## config.mk

```make
export PLATFORM = sky130hd
export DESIGN_NAME = safety_relay_status
export DESIGN_NICKNAME = d
export VERILOG_FILES = /design/src/shared/relay_pkg.sv /design/src/verilog/flash_coder.sv /design/src/verilog/safety_relay_status.sv
export VERILOG_INCLUDE_DIRS = /design/src /design/src/shared
export SDC_FILE = /design/constraint.sdc
export NUM_CORES = 1
export LEC_CHECK = 0
export CAP_MARGIN = 15
export CORE_ASPECT_RATIO = 1.25
export CORE_MARGIN = 10
export CORE_UTILIZATION = 55
export CTS_BUF_LIST = sky130_fd_sc_hd__clkbuf_4
export CTS_CLUSTER_DIAMETER = 60
export DETAILED_ROUTE_END_ITERATION = 10
export DONT_BUFFER_PORTS = 1
export PLACE_DENSITY = 0.7
export SETUP_SLACK_MARGIN = 0.2
export SYNTH_ARGS = -nofsm -noshare
export SYNTH_HDL_FRONTEND = slang
export SYNTH_SLANG_ARGS = --single-unit
```

## constraint.sdc

```tcl
create_clock -name SYS_CLK -period 3.5 [get_ports SYS_CLK]
set_input_delay 0.175 -clock SYS_CLK [delete_from_list [all_inputs] [get_ports SYS_CLK]]
set_output_delay 0.175 -clock SYS_CLK [all_outputs]
set_load 0.01 [all_outputs]
```

## src/shared/relay_defs.svh

```systemverilog
`ifndef RELAY_DEFS_SVH
`define RELAY_DEFS_SVH
// ****************************************************************
// timing
// ****************************************************************
`define CLK_HZ 25000000
`define SUPPLY_LOSS_MS 20
`define SUPPLY_LOSS_CYC ((`SUPPLY_LOSS_MS * (`CLK_HZ / 1000)) + 1)
`define POWER_OFF_MS 1000
`define POWER_OFF_CYC (`POWER_OFF_MS * (`CLK_HZ / 1000))
`define DIGIT_FLASH_MS 1000
`define DIGIT_FLASH_CYC (`DIGIT_FLASH_MS * (`CLK_HZ / 1000))
`define SHORT_FLASH_MS 200
`define SHORT_FLASH_CYC (`SHORT_FLASH_MS * (`CLK_HZ / 1000))
`define PREAMBLE_PAUSE_MS 2000
`define PREAMBLE_PAUSE_CYC (`PREAMBLE_PAUSE_MS * (`CLK_HZ / 1000))
`define DIGIT_GAP_MS 3000
`define DIGIT_GAP_CYC (`DIGIT_GAP_MS * (`CLK_HZ / 1000))
`define BLINK_HALF_MS 250
`define BLINK_HALF_CYC (`BLINK_HALF_MS * (`CLK_HZ / 1000))
`define INIT_MS 500
`define INIT_CYC (`INIT_MS * (`CLK_HZ / 1000))
`define TEST_PERIOD_MS 10
`define TEST_PERIOD_CYC (`TEST_PERIOD_MS * (`CLK_HZ / 1000))
`define TEST_PULSE_CYC 25
// ****************************************************************
// flash code layout
// ****************************************************************
`define PREAMBLE_COUNT 3
`define MAX_DIGITS 4
`define ZERO_FLASHES 16
`define SUPPLY_ERR_CODE 16'h0082
`define SUPPLY_ERR_LEN 3'h2
`endif

```

## src/shared/relay_pkg.sv

```systemverilog
package relay_pkg;
    typedef enum logic [2:0] {
        ST_INIT, ST_WAIT_START, ST_RUN, ST_ALT, ST_CODE, ST_LOCKED
    } mode_t;
    typedef enum logic [2:0] {
        FS_IDLE, FS_PRE_ON, FS_PRE_OFF, FS_PAUSE, FS_DIG_ON, FS_DIG_OFF, FS_GAP
    } flash_t;
    typedef struct packed {
        logic power;
        logic ch1;
        logic ch2;
    } leds_t;
    typedef struct packed {
        logic [15:0] code; // four bcd digits, most significant first
        logic [2:0] len;   // 1 to 4 digits
    } err_code_t;
endpackage

```

## src/verilog/flash_coder.sv

```systemverilog
`timescale 1ns/1ps
`include "relay_defs.svh"
module flash_coder #(
    parameter int unsigned SHORT_CYC = `SHORT_FLASH_CYC,
    parameter int unsigned PAUSE_CYC = `PREAMBLE_PAUSE_CYC,
    parameter int unsigned GAP_CYC = `DIGIT_GAP_CYC,
    parameter int unsigned DIGIT_CYC = `DIGIT_FLASH_CYC
) (
    input wire logic clk,
    input wire logic rst_n,
    input wire logic run,
    input wire relay_pkg::err_code_t err,
    output logic led,
    output logic frame_start
);
    typedef struct packed {
        relay_pkg::flash_t st;
        logic [31:0] tmr;
        logic [4:0] cnt;
        logic [1:0] dig;
        logic led;
    } fc_t;
    fc_t s, n;
    logic [3:0] digit_val;
    logic [4:0] flashes;

    // digit selection, zero shown as sixteen flashes
    always_comb begin
        digit_val = err.code[4'(4'd15 - {s.dig, 2'b00}) -: 4];
        flashes = (digit_val == 4'h0) ? 5'(`ZERO_FLASHES) : {1'b0, digit_val};
    end

    // flash sequencer: preamble, pause, digits with gaps, repeat
    always_comb begin
        n = s;
        frame_start = 1'b0;
        if (s.tmr != 32'h0) begin
            n.tmr = s.tmr - 32'h1;
        end
        unique case (s.st)
            relay_pkg::FS_IDLE: begin
                n.led = 1'b0;
                if (run) begin
                    frame_start = 1'b1;
                    n.st = relay_pkg::FS_PRE_ON;
                    n.tmr = SHORT_CYC - 1;
                    n.cnt = 5'h0;
                    n.led = 1'b1;
                end
            end
            relay_pkg::FS_PRE_ON: if (s.tmr == 32'h0) begin
                n.st = relay_pkg::FS_PRE_OFF;
                n.tmr = SHORT_CYC - 1;
                n.led = 1'b0;
                n.cnt = s.cnt + 5'h1;
            end
            relay_pkg::FS_PRE_OFF: if (s.tmr == 32'h0) begin
                if (s.cnt == 5'(`PREAMBLE_COUNT)) begin
                    n.st = relay_pkg::FS_PAUSE;
                    n.tmr = PAUSE_CYC - 1;
                end else begin
                    n.st = relay_pkg::FS_PRE_ON;
                    n.tmr = SHORT_CYC - 1;
                    n.led = 1'b1;
                end
            end
            relay_pkg::FS_PAUSE: if (s.tmr == 32'h0) begin
                n.st = relay_pkg::FS_DIG_ON;
                n.tmr = DIGIT_CYC / 2 - 1;
                n.led = 1'b1;
                n.cnt = 5'h0;
                n.dig = 2'h0;
            end
            relay_pkg::FS_DIG_ON: if (s.tmr == 32'h0) begin
                n.st = relay_pkg::FS_DIG_OFF;
                n.tmr = DIGIT_CYC - DIGIT_CYC / 2 - 1;
                n.led = 1'b0;
                n.cnt = s.cnt + 5'h1;
            end
            relay_pkg::FS_DIG_OFF: if (s.tmr == 32'h0) begin
                if (s.cnt == flashes) begin
                    n.st = relay_pkg::FS_GAP;
                    n.tmr = GAP_CYC - 1;
                end else begin
                    n.st = relay_pkg::FS_DIG_ON;
                    n.tmr = DIGIT_CYC / 2 - 1;
                    n.led = 1'b1;
                end
            end
            relay_pkg::FS_GAP: if (s.tmr == 32'h0) begin
                if (3'({1'b0, s.dig} + 3'h1) >= err.len || s.dig == 2'(`MAX_DIGITS - 1)) begin
                    n.st = relay_pkg::FS_IDLE;
                end else begin
                    n.st = relay_pkg::FS_DIG_ON;
                    n.dig = s.dig + 2'h1;
                    n.cnt = 5'h0;
                    n.tmr = DIGIT_CYC / 2 - 1;
                    n.led = 1'b1;
                end
            end
            default: n.st = relay_pkg::FS_IDLE;
        endcase
        if (!run) begin
            n.st = relay_pkg::FS_IDLE;
            n.led = 1'b0;
        end
    end

    // state register
    always_ff @(posedge clk) begin
        if (!rst_n) begin
            s <= '0;
        end else begin
            s <= n;
        end
    end

    assign led = s.led;
endmodule // flash_coder

```

## src/verilog/safety_relay_status.sv

```systemverilog
`timescale 1ns/1ps
`include "relay_defs.svh"
module safety_relay_status #(
    parameter int unsigned SUPPLY_LOSS_CYC = `SUPPLY_LOSS_CYC,
    parameter int unsigned POWER_OFF_CYC = `POWER_OFF_CYC,
    parameter int unsigned INIT_CYC = `INIT_CYC,
    parameter int unsigned BLINK_HALF_CYC = `BLINK_HALF_CYC,
    parameter int unsigned TEST_PERIOD_CYC = `TEST_PERIOD_CYC,
    parameter int unsigned TEST_PULSE_CYC = `TEST_PULSE_CYC,
    parameter int unsigned SHORT_CYC = `SHORT_FLASH_CYC,
    parameter int unsigned PAUSE_CYC = `PREAMBLE_PAUSE_CYC,
    parameter int unsigned GAP_CYC = `DIGIT_GAP_CYC,
    parameter int unsigned DIGIT_CYC = `DIGIT_FLASH_CYC
) (
    input wire logic SYS_CLK,
    input wire logic RST_N,
    input wire logic SUPPLY_OK,
    input wire logic MODE_VALID,
    input wire logic INPUT_CH1,
    input wire logic INPUT_CH2,
    input wire logic START_REQ,
    input wire logic FEEDBACK_CLOSED,
    input wire logic OR_LINK_INPUT,
    input wire logic AND_LINK_INPUT,
    input wire logic DELAY_DONE,
    input wire logic FAULT_VALID,
    input wire relay_pkg::err_code_t FAULT_CODE,
    output logic SAFE_OUT_INST,
    output logic SAFE_OUT_DELAYED,
    output logic DELAY_RUN,
    output logic DELAY_CUT,
    output logic POWER_LED,
    output logic CHANNEL_ONE_LED,
    output logic CHANNEL_TWO_LED
);
    typedef struct packed {
        logic [1:0] sup_s;
        logic [1:0] in1_s;
        logic [1:0] in2_s;
        logic [1:0] st_s;
        logic [1:0] fb_s;
        logic [1:0] or_s;
        logic [1:0] and_s;
        logic [1:0] dd_s;
        logic [1:0] mv_s;
        relay_pkg::mode_t mode;
        logic [31:0] loss_tmr;
        logic [31:0] off_tmr;
        logic [31:0] init_tmr;
        logic [31:0] blink_tmr;
        logic blink;
        logic [31:0] test_tmr;
        logic test_gap;
        logic start_saved;
        logic delayed_on;
        relay_pkg::err_code_t err;
        logic out_inst;
        logic out_del;
        relay_pkg::leds_t leds;
    } top_t;
    top_t s, n;
    logic code_led;
    logic enable;
    logic sup, in1, in2, stq, fb, orl, andl, dd, mv;
    logic both_closed, one_open;

    // ****************************************************************
    // flash-code sequencer
    // ****************************************************************
    flash_coder #(
        .SHORT_CYC(SHORT_CYC),
        .PAUSE_CYC(PAUSE_CYC),
        .GAP_CYC(GAP_CYC),
        .DIGIT_CYC(DIGIT_CYC)
    ) u_coder (
        .clk(SYS_CLK),
        .rst_n(RST_N),
        .run(s.mode == relay_pkg::ST_CODE || s.mode == relay_pkg::ST_LOCKED),
        .err(s.err),
        .led(code_led),
        .frame_start()
    );

    // ****************************************************************
    // synchronised pin views
    // ****************************************************************
    assign sup = s.sup_s[1];
    assign in1 = s.in1_s[1];
    assign in2 = s.in2_s[1];
    assign stq = s.st_s[1];
    assign fb = s.fb_s[1];
    assign orl = s.or_s[1];
    assign andl = s.and_s[1];
    assign dd = s.dd_s[1];
    assign mv = s.mv_s[1];
    assign both_closed = in1 && in2;
    assign one_open = in1 ^ in2;
    // OR link mutes the input circuit, AND link gates the whole enable term
    assign enable = (both_closed || orl) && andl;

    // next-state logic
    always_comb begin
        n = s;
        n.sup_s = {s.sup_s[0], SUPPLY_OK};
        n.in1_s = {s.in1_s[0], INPUT_CH1};
        n.in2_s = {s.in2_s[0], INPUT_CH2};
        n.st_s = {s.st_s[0], START_REQ};
        n.fb_s = {s.fb_s[0], FEEDBACK_CLOSED};
        n.or_s = {s.or_s[0], OR_LINK_INPUT};
        n.and_s = {s.and_s[0], AND_LINK_INPUT};
        n.dd_s = {s.dd_s[0], DELAY_DONE};
        n.mv_s = {s.mv_s[0], MODE_VALID};
        // blink base for periodic patterns
        if (s.blink_tmr == 32'h0) begin
            n.blink_tmr = BLINK_HALF_CYC - 1;
            n.blink = !s.blink;
        end else begin
            n.blink_tmr = s.blink_tmr - 32'h1;
        end
        // test pulse generator
        if (s.test_tmr == 32'h0) begin
            n.test_tmr = TEST_PERIOD_CYC - 1;
        end else begin
            n.test_tmr = s.test_tmr - 32'h1;
        end
        n.test_gap = (s.test_tmr < TEST_PULSE_CYC);
        // supply loss timers
        n.loss_tmr = sup ? 32'h0 : ((s.loss_tmr < SUPPLY_LOSS_CYC) ? s.loss_tmr + 32'h1 : s.loss_tmr);
        n.off_tmr = sup ? 32'h0 : ((s.off_tmr < POWER_OFF_CYC) ? s.off_tmr + 32'h1 : s.off_tmr);
        if (s.init_tmr != 32'h0) begin
            n.init_tmr = s.init_tmr - 32'h1;
        end
        unique case (s.mode)
            relay_pkg::ST_INIT: begin
                if (s.init_tmr == 32'h0 && mv) begin
                    n.mode = relay_pkg::ST_WAIT_START;
                end
            end
            relay_pkg::ST_WAIT_START: begin
                if (!fb && stq) begin
                    n.mode = relay_pkg::ST_ALT;
                end else if (one_open) begin
                    n.mode = relay_pkg::ST_ALT;
                end else if (enable && !s.delayed_on && (stq || s.start_saved)) begin
                    n.mode = relay_pkg::ST_RUN;
                end
            end
            relay_pkg::ST_RUN: begin
                if (!enable) begin
                    n.mode = relay_pkg::ST_WAIT_START;
                end
            end
            relay_pkg::ST_ALT: begin
                if (fb && !in1 && !in2) begin
                    n.mode = relay_pkg::ST_WAIT_START;
                end
            end
            relay_pkg::ST_CODE: begin
                if (!sup) begin
                    n.mode = relay_pkg::ST_LOCKED;
                end
            end
            relay_pkg::ST_LOCKED: begin
                if (sup && s.off_tmr >= POWER_OFF_CYC) begin
                    n.mode = relay_pkg::ST_INIT;
                    n.init_tmr = INIT_CYC - 1;
                end
            end
            default: n.mode = relay_pkg::ST_INIT;
        endcase
        // delayed channel off-delay with stored start
        if (s.mode == relay_pkg::ST_RUN && enable) begin
            n.delayed_on = 1'b1;
            n.start_saved = 1'b0;
        end else if (s.delayed_on && dd) begin
            n.delayed_on = 1'b0;
        end
        if (s.delayed_on && s.mode != relay_pkg::ST_RUN && stq && enable) begin
            n.start_saved = 1'b1;
        end
        if (!s.delayed_on && s.start_saved && s.mode == relay_pkg::ST_RUN) begin
            n.start_saved = 1'b0;
        end
        // faults override every mode but ST_LOCKED and ST_CODE
        if (s.mode != relay_pkg::ST_LOCKED && s.mode != relay_pkg::ST_CODE) begin
            if (s.loss_tmr >= SUPPLY_LOSS_CYC) begin
                n.mode = relay_pkg::ST_LOCKED;
                n.err = '{code: `SUPPLY_ERR_CODE, len: `SUPPLY_ERR_LEN};
            end else if (FAULT_VALID) begin
                n.mode = relay_pkg::ST_CODE;
                n.err = FAULT_CODE;
            end
        end
        if (n.mode == relay_pkg::ST_CODE || n.mode == relay_pkg::ST_LOCKED) begin
            n.delayed_on = 1'b0;
            n.start_saved = 1'b0;
        end
        n.out_inst = (n.mode == relay_pkg::ST_RUN) && !n.test_gap;
        n.out_del = n.delayed_on && !n.test_gap;
        // LED patterns
        unique case (n.mode)
            relay_pkg::ST_INIT, relay_pkg::ST_WAIT_START: n.leds = '{power: n.blink, ch1: 1'b0,
                                                                     ch2: n.delayed_on};
            relay_pkg::ST_ALT: n.leds = '{power: 1'b1, ch1: n.blink, ch2: !n.blink};
            relay_pkg::ST_CODE, relay_pkg::ST_LOCKED: n.leds = '{power: 1'b1, ch1: code_led, ch2: 1'b0};
            default: n.leds = '{power: 1'b1, ch1: n.out_inst | n.test_gap & (n.mode == relay_pkg::ST_RUN),
                                ch2: n.delayed_on};
        endcase
        if (!mv && n.mode == relay_pkg::ST_INIT) begin
            n.leds.power = n.blink;
        end
    end

    // state register
    always_ff @(posedge SYS_CLK) begin
        if (!RST_N) begin
            s <= '0;
            s.init_tmr <= INIT_CYC - 1;
        end else begin
            s <= n;
        end
    end

    assign SAFE_OUT_INST = s.out_inst;
    assign SAFE_OUT_DELAYED = s.out_del;
    assign DELAY_RUN = s.delayed_on && s.mode != relay_pkg::ST_RUN;
    assign DELAY_CUT = (s.mode == relay_pkg::ST_CODE || s.mode == relay_pkg::ST_LOCKED);
    assign POWER_LED = s.leds.power;
    assign CHANNEL_ONE_LED = s.leds.ch1;
    assign CHANNEL_TWO_LED = s.leds.ch2;
endmodule // safety_relay_status

```

---- After elaboration in Yosys (flattened, before gate mapping) ----
Index checks and enable logic that the tools add are counted.
storage, ports and cells
  output and inout port bits .............. 7
  logic and storage cells ................. 197
  bits of input ports ..................... 31
  register bits ........................... 251
cells by class
  reduce and logical (&&, ||, !) cells .... 61
  add/subtract/negate cells ............... 10
  mux-type cells .......................... 50
  equality and inequality tests ........... 33
  bitwise gates (word level) .............. 4
  shift-type cells ........................ 1
  order comparisons ....................... 6
operators by type and width
  operator               count
  $pmux 32 s7            1
  $mux 40                4
  $logic_not 32->1       4
  $mux 32                4
  $sub 32x1->32 const B  4
  $mux 43                2
  $mux 35                2
  $mux 34                2
  $add 32x1->32 const B  2
  $reduce_bool 32->1     2
  $mux 19                2
  $mux 3                 12
  $ge 32x19->1 const B   1
  $ge 32x25->1 const B   1
  $lt 32x19->1 const B   1
  $lt 32x25->1 const B   1
  $lt 32x5->1 const B    1
  $pmux 5 s5             1
  $mux 23                1
  $eq 3x3->1 const B     7
  $pmux 3 s7             1
  $logic_and 1x1->1      20
  $shiftx 19x5->4        1
  $eq 3x2->1 const B     6
  37 further kinds       82

---- Depth between registers and ports, before layout ----
Gate-level depths: netlist of the first run.
  word-level depth ........................ 17
  depth in mapped cells ................... 11
  mapped depth without buffers ............ 10

---- Cells and area by module ----
A second synthesis of the first run with hierarchy kept.
second synthesis, totals
  cells, all modules ...................... 1,333
  area, all modules ....................... 11,678.7 um^2
modules (own cells, without submodules)
  module               area each (um^2)  times used  cells an instance  seq. area each (um^2)
  safety_relay_status  8,898.5           1           976                4,164.0
  flash_coder          2,780.2           1           357                860.8

---- Worst setup path before layout of the first run ----
No wires, ideal clock.
  path type ............................... register -> register
  start point ............................. register u_coder.s[25] (netlist bit)
  end point ............................... register u_coder.s[8] (netlist bit)
  clock period less this slack ............ 2.714 ns
  library setup time ...................... 0.132 ns
  setup slack ............................. 0.786 ns
  stages on the path, launching flop included .. 10
  buffers on the path ..................... 1
  data required time ...................... 3.368 ns
  arrival time ............................ 2.582 ns
  path through ............................ dfxtp_1 > or4_4 > or3_4 > or4_4 > buf_6 > ha_1 > o21ai_0 > o311ai_0 > a31oi_1 > a21oi_1
between the ends
  word-level cells in the longest chain between the ends .. 5
  elaborated cells between the ends (all ways) .. 12
  classes of those cells .................. mux: 10; reduce/logical: 2
ends and longest elaborated chain
  item                      line                source
  start: declaration        flash_coder.sv:23   fc_t s, n;
  start signal: assignment  flash_coder.sv:114  s <= n;
  $reduce_bool 32->1        flash_coder.sv:37   if (s.tmr != 32'h0) begin
  $mux 32                   flash_coder.sv:37
  $mux 40                   flash_coder.sv:91   if (3'({1'b0, s.dig} + 3'h1) >= err.len || s.dig == 2'(`MAX_DIGITS - 1)) begin
  $mux 43                   flash_coder.sv:90   relay_pkg::FS_GAP: if (s.tmr == 32'h0) begin
  $pmux 32 s7 *             flash_coder.sv:40   unique case (s.st)
Every way passes the cells marked *; elsewhere a longest branch is shown, timed or not. The select of a mux whose other input is x is not followed.
A chain may end at the register's enable or synchronous reset.

---- Worst setup path after layout of the first run ----
  start point ............................. register u_coder.s[1] (netlist bit)
  end point ............................... register u_coder.s[9] (netlist bit)
between the ends
  word-level cells in the longest chain between the ends .. 6
  elaborated cells between the ends (all ways) .. 7
  classes of those cells .................. add/sub: 1; order compare: 1; eq/ne: 1; mux: 3; reduce/logical: 1
ends and longest elaborated chain
  item                line
  $add 2x1->3         flash_coder.sv:91
  $ge 3x3->1          flash_coder.sv:91
  $logic_or 1x1->1 *  flash_coder.sv:91
  $mux 40 *           flash_coder.sv:91
  $mux 43 *           flash_coder.sv:90
  $pmux 32 s7 *       flash_coder.sv:40
Marks and branches as above.

==> results of run 1 <==
==> worst max-delay path by stage <==
stage                         startpoint                 endpoint  slack [ns]  depth (start not counted)
2_1_floorplan   u_coder.s[25]$_SDFF_PN0_  u_coder.s[8]$_SDFF_PN0_        0.79                          9
3_3_place_gp    u_coder.s[35]$_SDFF_PN0_  u_coder.s[8]$_SDFF_PN0_        0.69                          8
3_5_place_dp    u_coder.s[35]$_SDFF_PN0_  u_coder.s[8]$_SDFF_PN0_        0.65                          8
4_1_cts        u_coder.s[1]$_SDFFE_PN0P_  u_coder.s[9]$_SDFF_PN0_        0.51                          9
5_1_grt        u_coder.s[1]$_SDFFE_PN0P_  u_coder.s[9]$_SDFF_PN0_        0.30                          9
6_report       u_coder.s[1]$_SDFFE_PN0P_  u_coder.s[9]$_SDFF_PN0_        0.50                          9
==> cell type report <==
cell class	instances	area, um^2
fill	1813	7440
multi-input combinational	973	5930
clock inverter	17	93.8
clock buffer	91	683
sequential	251	5020
antenna	1	2.50
timing repair buffer	49	460
inverter	33	124
tap	270	338
==> cells in the final DEF (no fill, tap or decap), types with 36 or more instances in the layout <==
| master | instances |
|---|---|
| or3_1 | 36 |
| clkbuf_4 | 91 |
| nor4_1 | 44 |
| a21oi_1 | 63 |
| nand2_1 | 84 |
| nor2_1 | 203 |
| xnor2_1 | 87 |
| nor3_1 | 62 |
| dfxtp_1 | 251 |
| xor2_1 | 58 |
| nand3_1 | 37 |
| and2_1 | 44 |
==> registers in the layout, summed over array words and instances, names as in the netlist <==
register and cells:
mv 1, n 9, andl 1, s 187, u_coder.s 42, dd 1
fb 1, u_coder.led 1, in1 1, CHANNEL_ONE_LED 1, in2 1, SAFE_OUT_DELAYED 1
POWER_LED 1, orl 1, SAFE_OUT_INST 1, CHANNEL_TWO_LED 1
==> routing by layer <==
| layer | up-vias | global-route usage |
|---|---|---|
| met2 | 223 | 0.290 |
| met3 | 43 | 0.0379 |
| met1 | 4345 | 0.232 |
| met5 | - | 0 |
| met4 | 2 | 0.0782 |
| li1 | 4752 | - |
==> through the flow <==
stage | instance area [um^2] | hold slack [ns]
global placement | 11500 | 0.304
detailed placement | 11500 | 0.305
floorplan | 11300 | 0.302
finish | 12700 | 0.0963
CTS | 12700 | 0.0597
global route | 12700 | 0.112
==> cells by family after synthesis <==
family / Yosys count / share of synthesized area
AO/OA/AOI/OAI: 190 / 0.106
flip-flops: 251 / 0.446
XOR/XNOR: 145 / 0.113
buffers and inverters: 81 / 0.0281
multiplexers: 5 / 0.00889
adder cells (fa/ha/maj): 17 / 0.0189
AND/OR/NAND/NOR: 616 / 0.279
==> what timing repair did <==
item / CTS / global route
hold buffers: 33 / 0
endpoints found under the hold margin: 141 / 0
buffers inserted: 0 / 0
==> power by group through the flow <==
stage | Clock (mW) | Sequential (mW) | Combinational [mW]
final | 2.42 | 3.67 | 2.30
after global routing | 2.68 | 3.74 | 2.60
after CTS | 2.51 | 3.67 | 2.30
after detailed placement | 0 | 3.72 | 2.24
after global placement | 0 | 3.71 | 2.20
after floorplan | 0 | 3.63 | 1.87
==> flow_metrics.tcl, run 1 <==
set metrics [dict create \
    dp.cells 1543 \
    cts_buffers 66 \
    area_delta_synth_final_pct 12.4 \
    synth-seq-area-share 0.446 \
    period_share 0.857 \
    synth_commonest_cells "dfxtp_1, nor2_1, xnor2_1" \
    seq_power_share 0.438 \
    grt_use_total 0.182 \
    grt_pass1_wl_um 41900 \
    peakVddDrop_v 0.000338 \
    reg2reg_to "u_coder.s[9]$_SDFF_PN0_" \
    syn_inst 1305 \
    num_vias 9365 \
    tightest_slew_ns 0.884 \
    whs_endpoint "s[75]$_SDFF_PP0_" \
    initial_utilization 0.560 \
    fin_crit_ns 3.00 \
    top_layer "met5" \
    pwr-share-clk 0.289 \
    synth-edff-count 0 \
    grt.overflow.total 0 \
    finalSetupViolCount 0 \
    grt_max_degree 46 \
    async_reset_ff_frac 0 \
    timing.final.ws_setup_ns 0.502 \
    powerDensity_mw_per_mm2 663 \
    insertion_delay_ns 0.66 \
    reg2reg_from "u_coder.s[1]$_SDFFE_PN0P_" \
    max_slew_margin 0.409 \
    synth-seq-cells 251 \
    cts_tree "done" \
    cts_max_path_buffers 3 \
    ant_nets 0 \
    wl_met1_um 11200 \
    final_nets 1422 \
    cts_resized 0 \
    clk_pin_slew_worst_paths_ns 0.07 \
    synth_cell_types 65 \
    htree_levels 3 \
    wl_met2_um 11400 \
    drive_gt1_frac 0.0983 \
    die_x_um 148 \
    coreArea_mm2 0.0201 \
    crit_required_ns 4.11 \
    first_pass_iters 5 \
    start_kind "flip-flop" \
    cts_sinks 251 \
    drt-total-wl_um 24300 \
    fp.dieH_um 180 \
    slew_violations 0 \
    ys_top_cells_by_area "dfxtp_1, nor2_1, xnor2_1" \
    p_sw_mw 2.85 \
    synth_nets 1353 \
    crit_slowest_cell "dfxtp_1" \
    hp-start "RST_N" \
    port_buffers 0 \
    synth_top_area_frac 0.446 \
    p_int_mw 5.55 \
    report.final.hold_viol_count 0 \
    run_status "completed" \
    r2r_setup_slack_ns 0.50 \
    root_buffer "clkbuf_4" \
    die_area_mm2 0.0266 \
    critical_path.cell_chain "ha_1, ha_1, a21o_1, a2111o_1, a31oi_1, nor3_1, a21oi_1, o21a_1, dlygate4sd3_1" \
    wl_per_cell_um 14.4 \
    met3_length_um 1120 \
    power.leakage_nw 4.71 \
    drt_iter0_drc 774 \
    max_freq_mhz 334 \
    antenna_found_initial 2 \
    yosysTopAreaCell "dfxtp_1" \
    rsz0062_at_grt "false" \
    grt_pass1_vias 8921 \
    ys.flop_type "dfxtp_1" \
    rows 58 \
    power_mw 8.39 \
    drc 0 \
    worstPathMaxFanout 9 \
    final_util 0.630 \
    yosysMostFrequentCell "dfxtp_1" \
    dpl_worst_slack_ns 0.654 \
    skew_ns 0.0419 \
    ff2ff_path_depth 9 \
    cap_violations 0 \
    cp_common_cell "ha_1" \
    path_class "flip-flop to flip-flop" \
    ios 38 \
    switching_share 0.339 \
    gp_congestion 0.878 \
    syn_area_mm2 0.0113 \
    combPwrFrac 0.274 \
    avgSynthCellArea_um2 8.63 \
    synth_warnings 0 \
    critical_path_buf_inv_count 1 \
    cp.arrival_ns 3.61 \
    endpoint_kind "flip-flop" \
    vias_per_cell 5.56 \
    fin_tns_setup_ns 0 \
    min_path_type "primary input to flip-flop" \
    final_cell_count_no_fill 1685 \
    slowest_delay_ns 0.57 \
    path_delay_family "compound AO/OA/AOI/OAI gates" \
    place_hpwl_um 16000 \
    holdPathStages 2 \
]
(Power assumes the default switching activity.)
==> inputs of run 2 (changes only) <==
- CELL_PAD_IN_SITES_DETAIL_PLACEMENT: unset -> 0
- CELL_PAD_IN_SITES_GLOBAL_PLACEMENT: unset -> 1
- CORE_UTILIZATION: 55 -> 51
- CTS_CLUSTER_SIZE: unset -> 24
- GPL_ROUTABILITY_DRIVEN: unset -> 1
- PLACE_DENSITY: 0.7 -> 0.82
==> run 2 against run 1 <==
Compared with the run above:
- combinational power about the same
- register-to-register slack improved by 0.14 ns
- first-iteration DRC count decreased by 24%
- setup slack improved by 0.14 ns
- sequential cell count unchanged
- core utilization decreased by 6.0 points
- maximum frequency increased by 5.0%
- sequential share of layout area increased by 1.1 points
- global-route usage decreased by 1.9 points
- count of clock-buffer cells in the layout decreased by 71
- wire length decreased by 1.8%
- critical path type unchanged
==> flow_metrics.tcl, run 2 (same netlist as run 1, synthesis figures left out) <==
set metrics [dict create \
    final_nets 1384 \
    root_buffer "clkbuf_4" \
    grt_use_total 0.163 \
    cp_common_cell "o21ai_0" \
    grt_max_degree 59 \
    start_kind "flip-flop" \
    r2r_setup_slack_ns 0.64 \
    ff2ff_path_depth 8 \
    powerDensity_mw_per_mm2 604 \
    cts_setup_buffers 0 \
    drive_gt1_frac 0.0593 \
    cts_resized 0 \
    path_class "flip-flop to flip-flop" \
    dpl_cell_area_mm2 0.0116 \
    skew_ns 0.0363 \
    run_status "completed" \
    layout_common_cells "dfxtp_1, nor2_1, xnor2_1" \
    drt-total-wl_um 23800 \
    die_x_um 153 \
    insertion_delay_ns 0.69 \
    slew_violations 0 \
    port_buffers 0 \
    power_mw 7.45 \
    cp.arrival_ns 3.41 \
    finalSetupViolCount 0 \
    period_share 0.816 \
    fp.dieH_um 186 \
    clk_pin_slew_worst_paths_ns 0.20 \
    htree_levels 1 \
    die_area_mm2 0.0285 \
    cts_buffers 19 \
    cap_violations 0 \
    rows 60 \
    timing.final.ws_setup_ns 0.644 \
    gp_congestion 0.856 \
    slowest_delay_ns 0.61 \
    vias_per_cell 5.48 \
    min_path_type "primary input to flip-flop" \
    cts_tree "done" \
    antenna_found_initial 4 \
    top_register "s" \
    tightest_slew_ns 0.908 \
    report.final.hold_viol_count 0 \
    postLayoutCellArea_mm2 0.0123 \
    grt_pass1_vias 8309 \
    grt.overflow.total 0 \
    reg2reg_from "u_coder.s[35]$_SDFF_PN0_" \
    mostFrequentLayoutCell "dfxtp_1" \
    ctsHoldBuffers 37 \
    dpl_worst_slack_ns 0.669 \
    crit_slowest_cell "or4_1" \
    coreArea_mm2 0.0216 \
    cts_sinks 251 \
    critical_path.cell_chain "or4_1, or3_1, or4_4, ha_1, o21ai_0, nor2_1, o21ai_0, a21oi_1" \
    fin_crit_ns 2.86 \
    ios 38 \
    max_slew_margin 0.393 \
    endpoint_kind "flip-flop" \
    fin_tns_setup_ns 0 \
    area_delta_synth_final_pct 9.41 \
    place_hpwl_um 16300 \
    power.leakage_nw 4.47 \
    drc 0 \
    max_freq_mhz 350 \
    ant_nets 0 \
    wl_per_cell_um 14.6 \
    first_pass_iters 5 \
    crit_required_ns 4.05 \
    critical_path_buf_inv_count 0 \
    worstPathMaxFanout 8 \
    peakVddDrop_v 0.000330 \
    path_delay_family "simple AND/OR/NAND/NOR gates" \
    cts_max_path_buffers 3 \
    crit_end "u_coder.s[8]$_SDFF_PN0_" \
    final_cell_count_no_fill 1631 \
    num_vias 8930 \
    grt_pass1_wl_um 40600 \
    crit_start "u_coder.s[35]$_SDFF_PN0_" \
    reg2reg_to "u_coder.s[8]$_SDFF_PN0_" \
    initial_utilization 0.521 \
    rsz0062_at_grt "false" \
    drt_iter0_drc 587 \
    path_depth 8 \
    largest_reg_flops 187 \
    dp.cells 1557 \
]
run 2: where the power goes:
group / switching (mW) / internal (mW)
clock network: 1.05 / 0.446
logic: 1.28 / 1.01
registers: 0.389 / 3.27
run 2: area by class of cell:
type | count | area [um^2]
antenna | 3 | 7.51
clock buffer | 20 | 150
clock inverter | 14 | 184
fill | 2015 | 9300
inverter | 33 | 124
multi-input combinational | 973 | 5930
sequential | 251 | 5020
tap | 279 | 349
timing repair buffer | 58 | 551
run 2: layer usage:
| metal | global-route usage | share of wire |
|---|---|---|
| met1 | 0.218 | 0.49 |
| met2 | 0.270 | 0.45 |
| met3 | 0.0244 | 0.040 |
| met4 | 0.0439 | 0.020 |
| met5 | 0 | 0.00055 |
run 2: how the worst min path moves through the flow:
| stage | startpoint | endpoint | slack, ns | cells past startpoint |
|---|---|---|---|---|
| final | RST_N | s[75]$_SDFF_PP0_ | 0.02 | 2 |
| after global routing | RST_N | s[75]$_SDFF_PP0_ | 0.02 | 2 |
| after CTS | RST_N | s[75]$_SDFF_PP0_ | 0.02 | 2 |
| after detailed placement | MODE_VALID | n[192]$_SDFF_PN0_ | 0.31 | 1 |
| after global placement | START_REQ | n[202]$_SDFF_PN0_ | 0.31 | 1 |
| after floorplan | MODE_VALID | n[192]$_SDFF_PN0_ | 0.30 | 1 |
run 2: metrics by stage:
step	utilization	hold slack (ns)
floorplan	-	0.302
global placement	0.536	0.306
detailed placement	0.536	0.306
CTS	0.570	0.0161
global route	0.570	0.0215
finish	0.570	0.0243
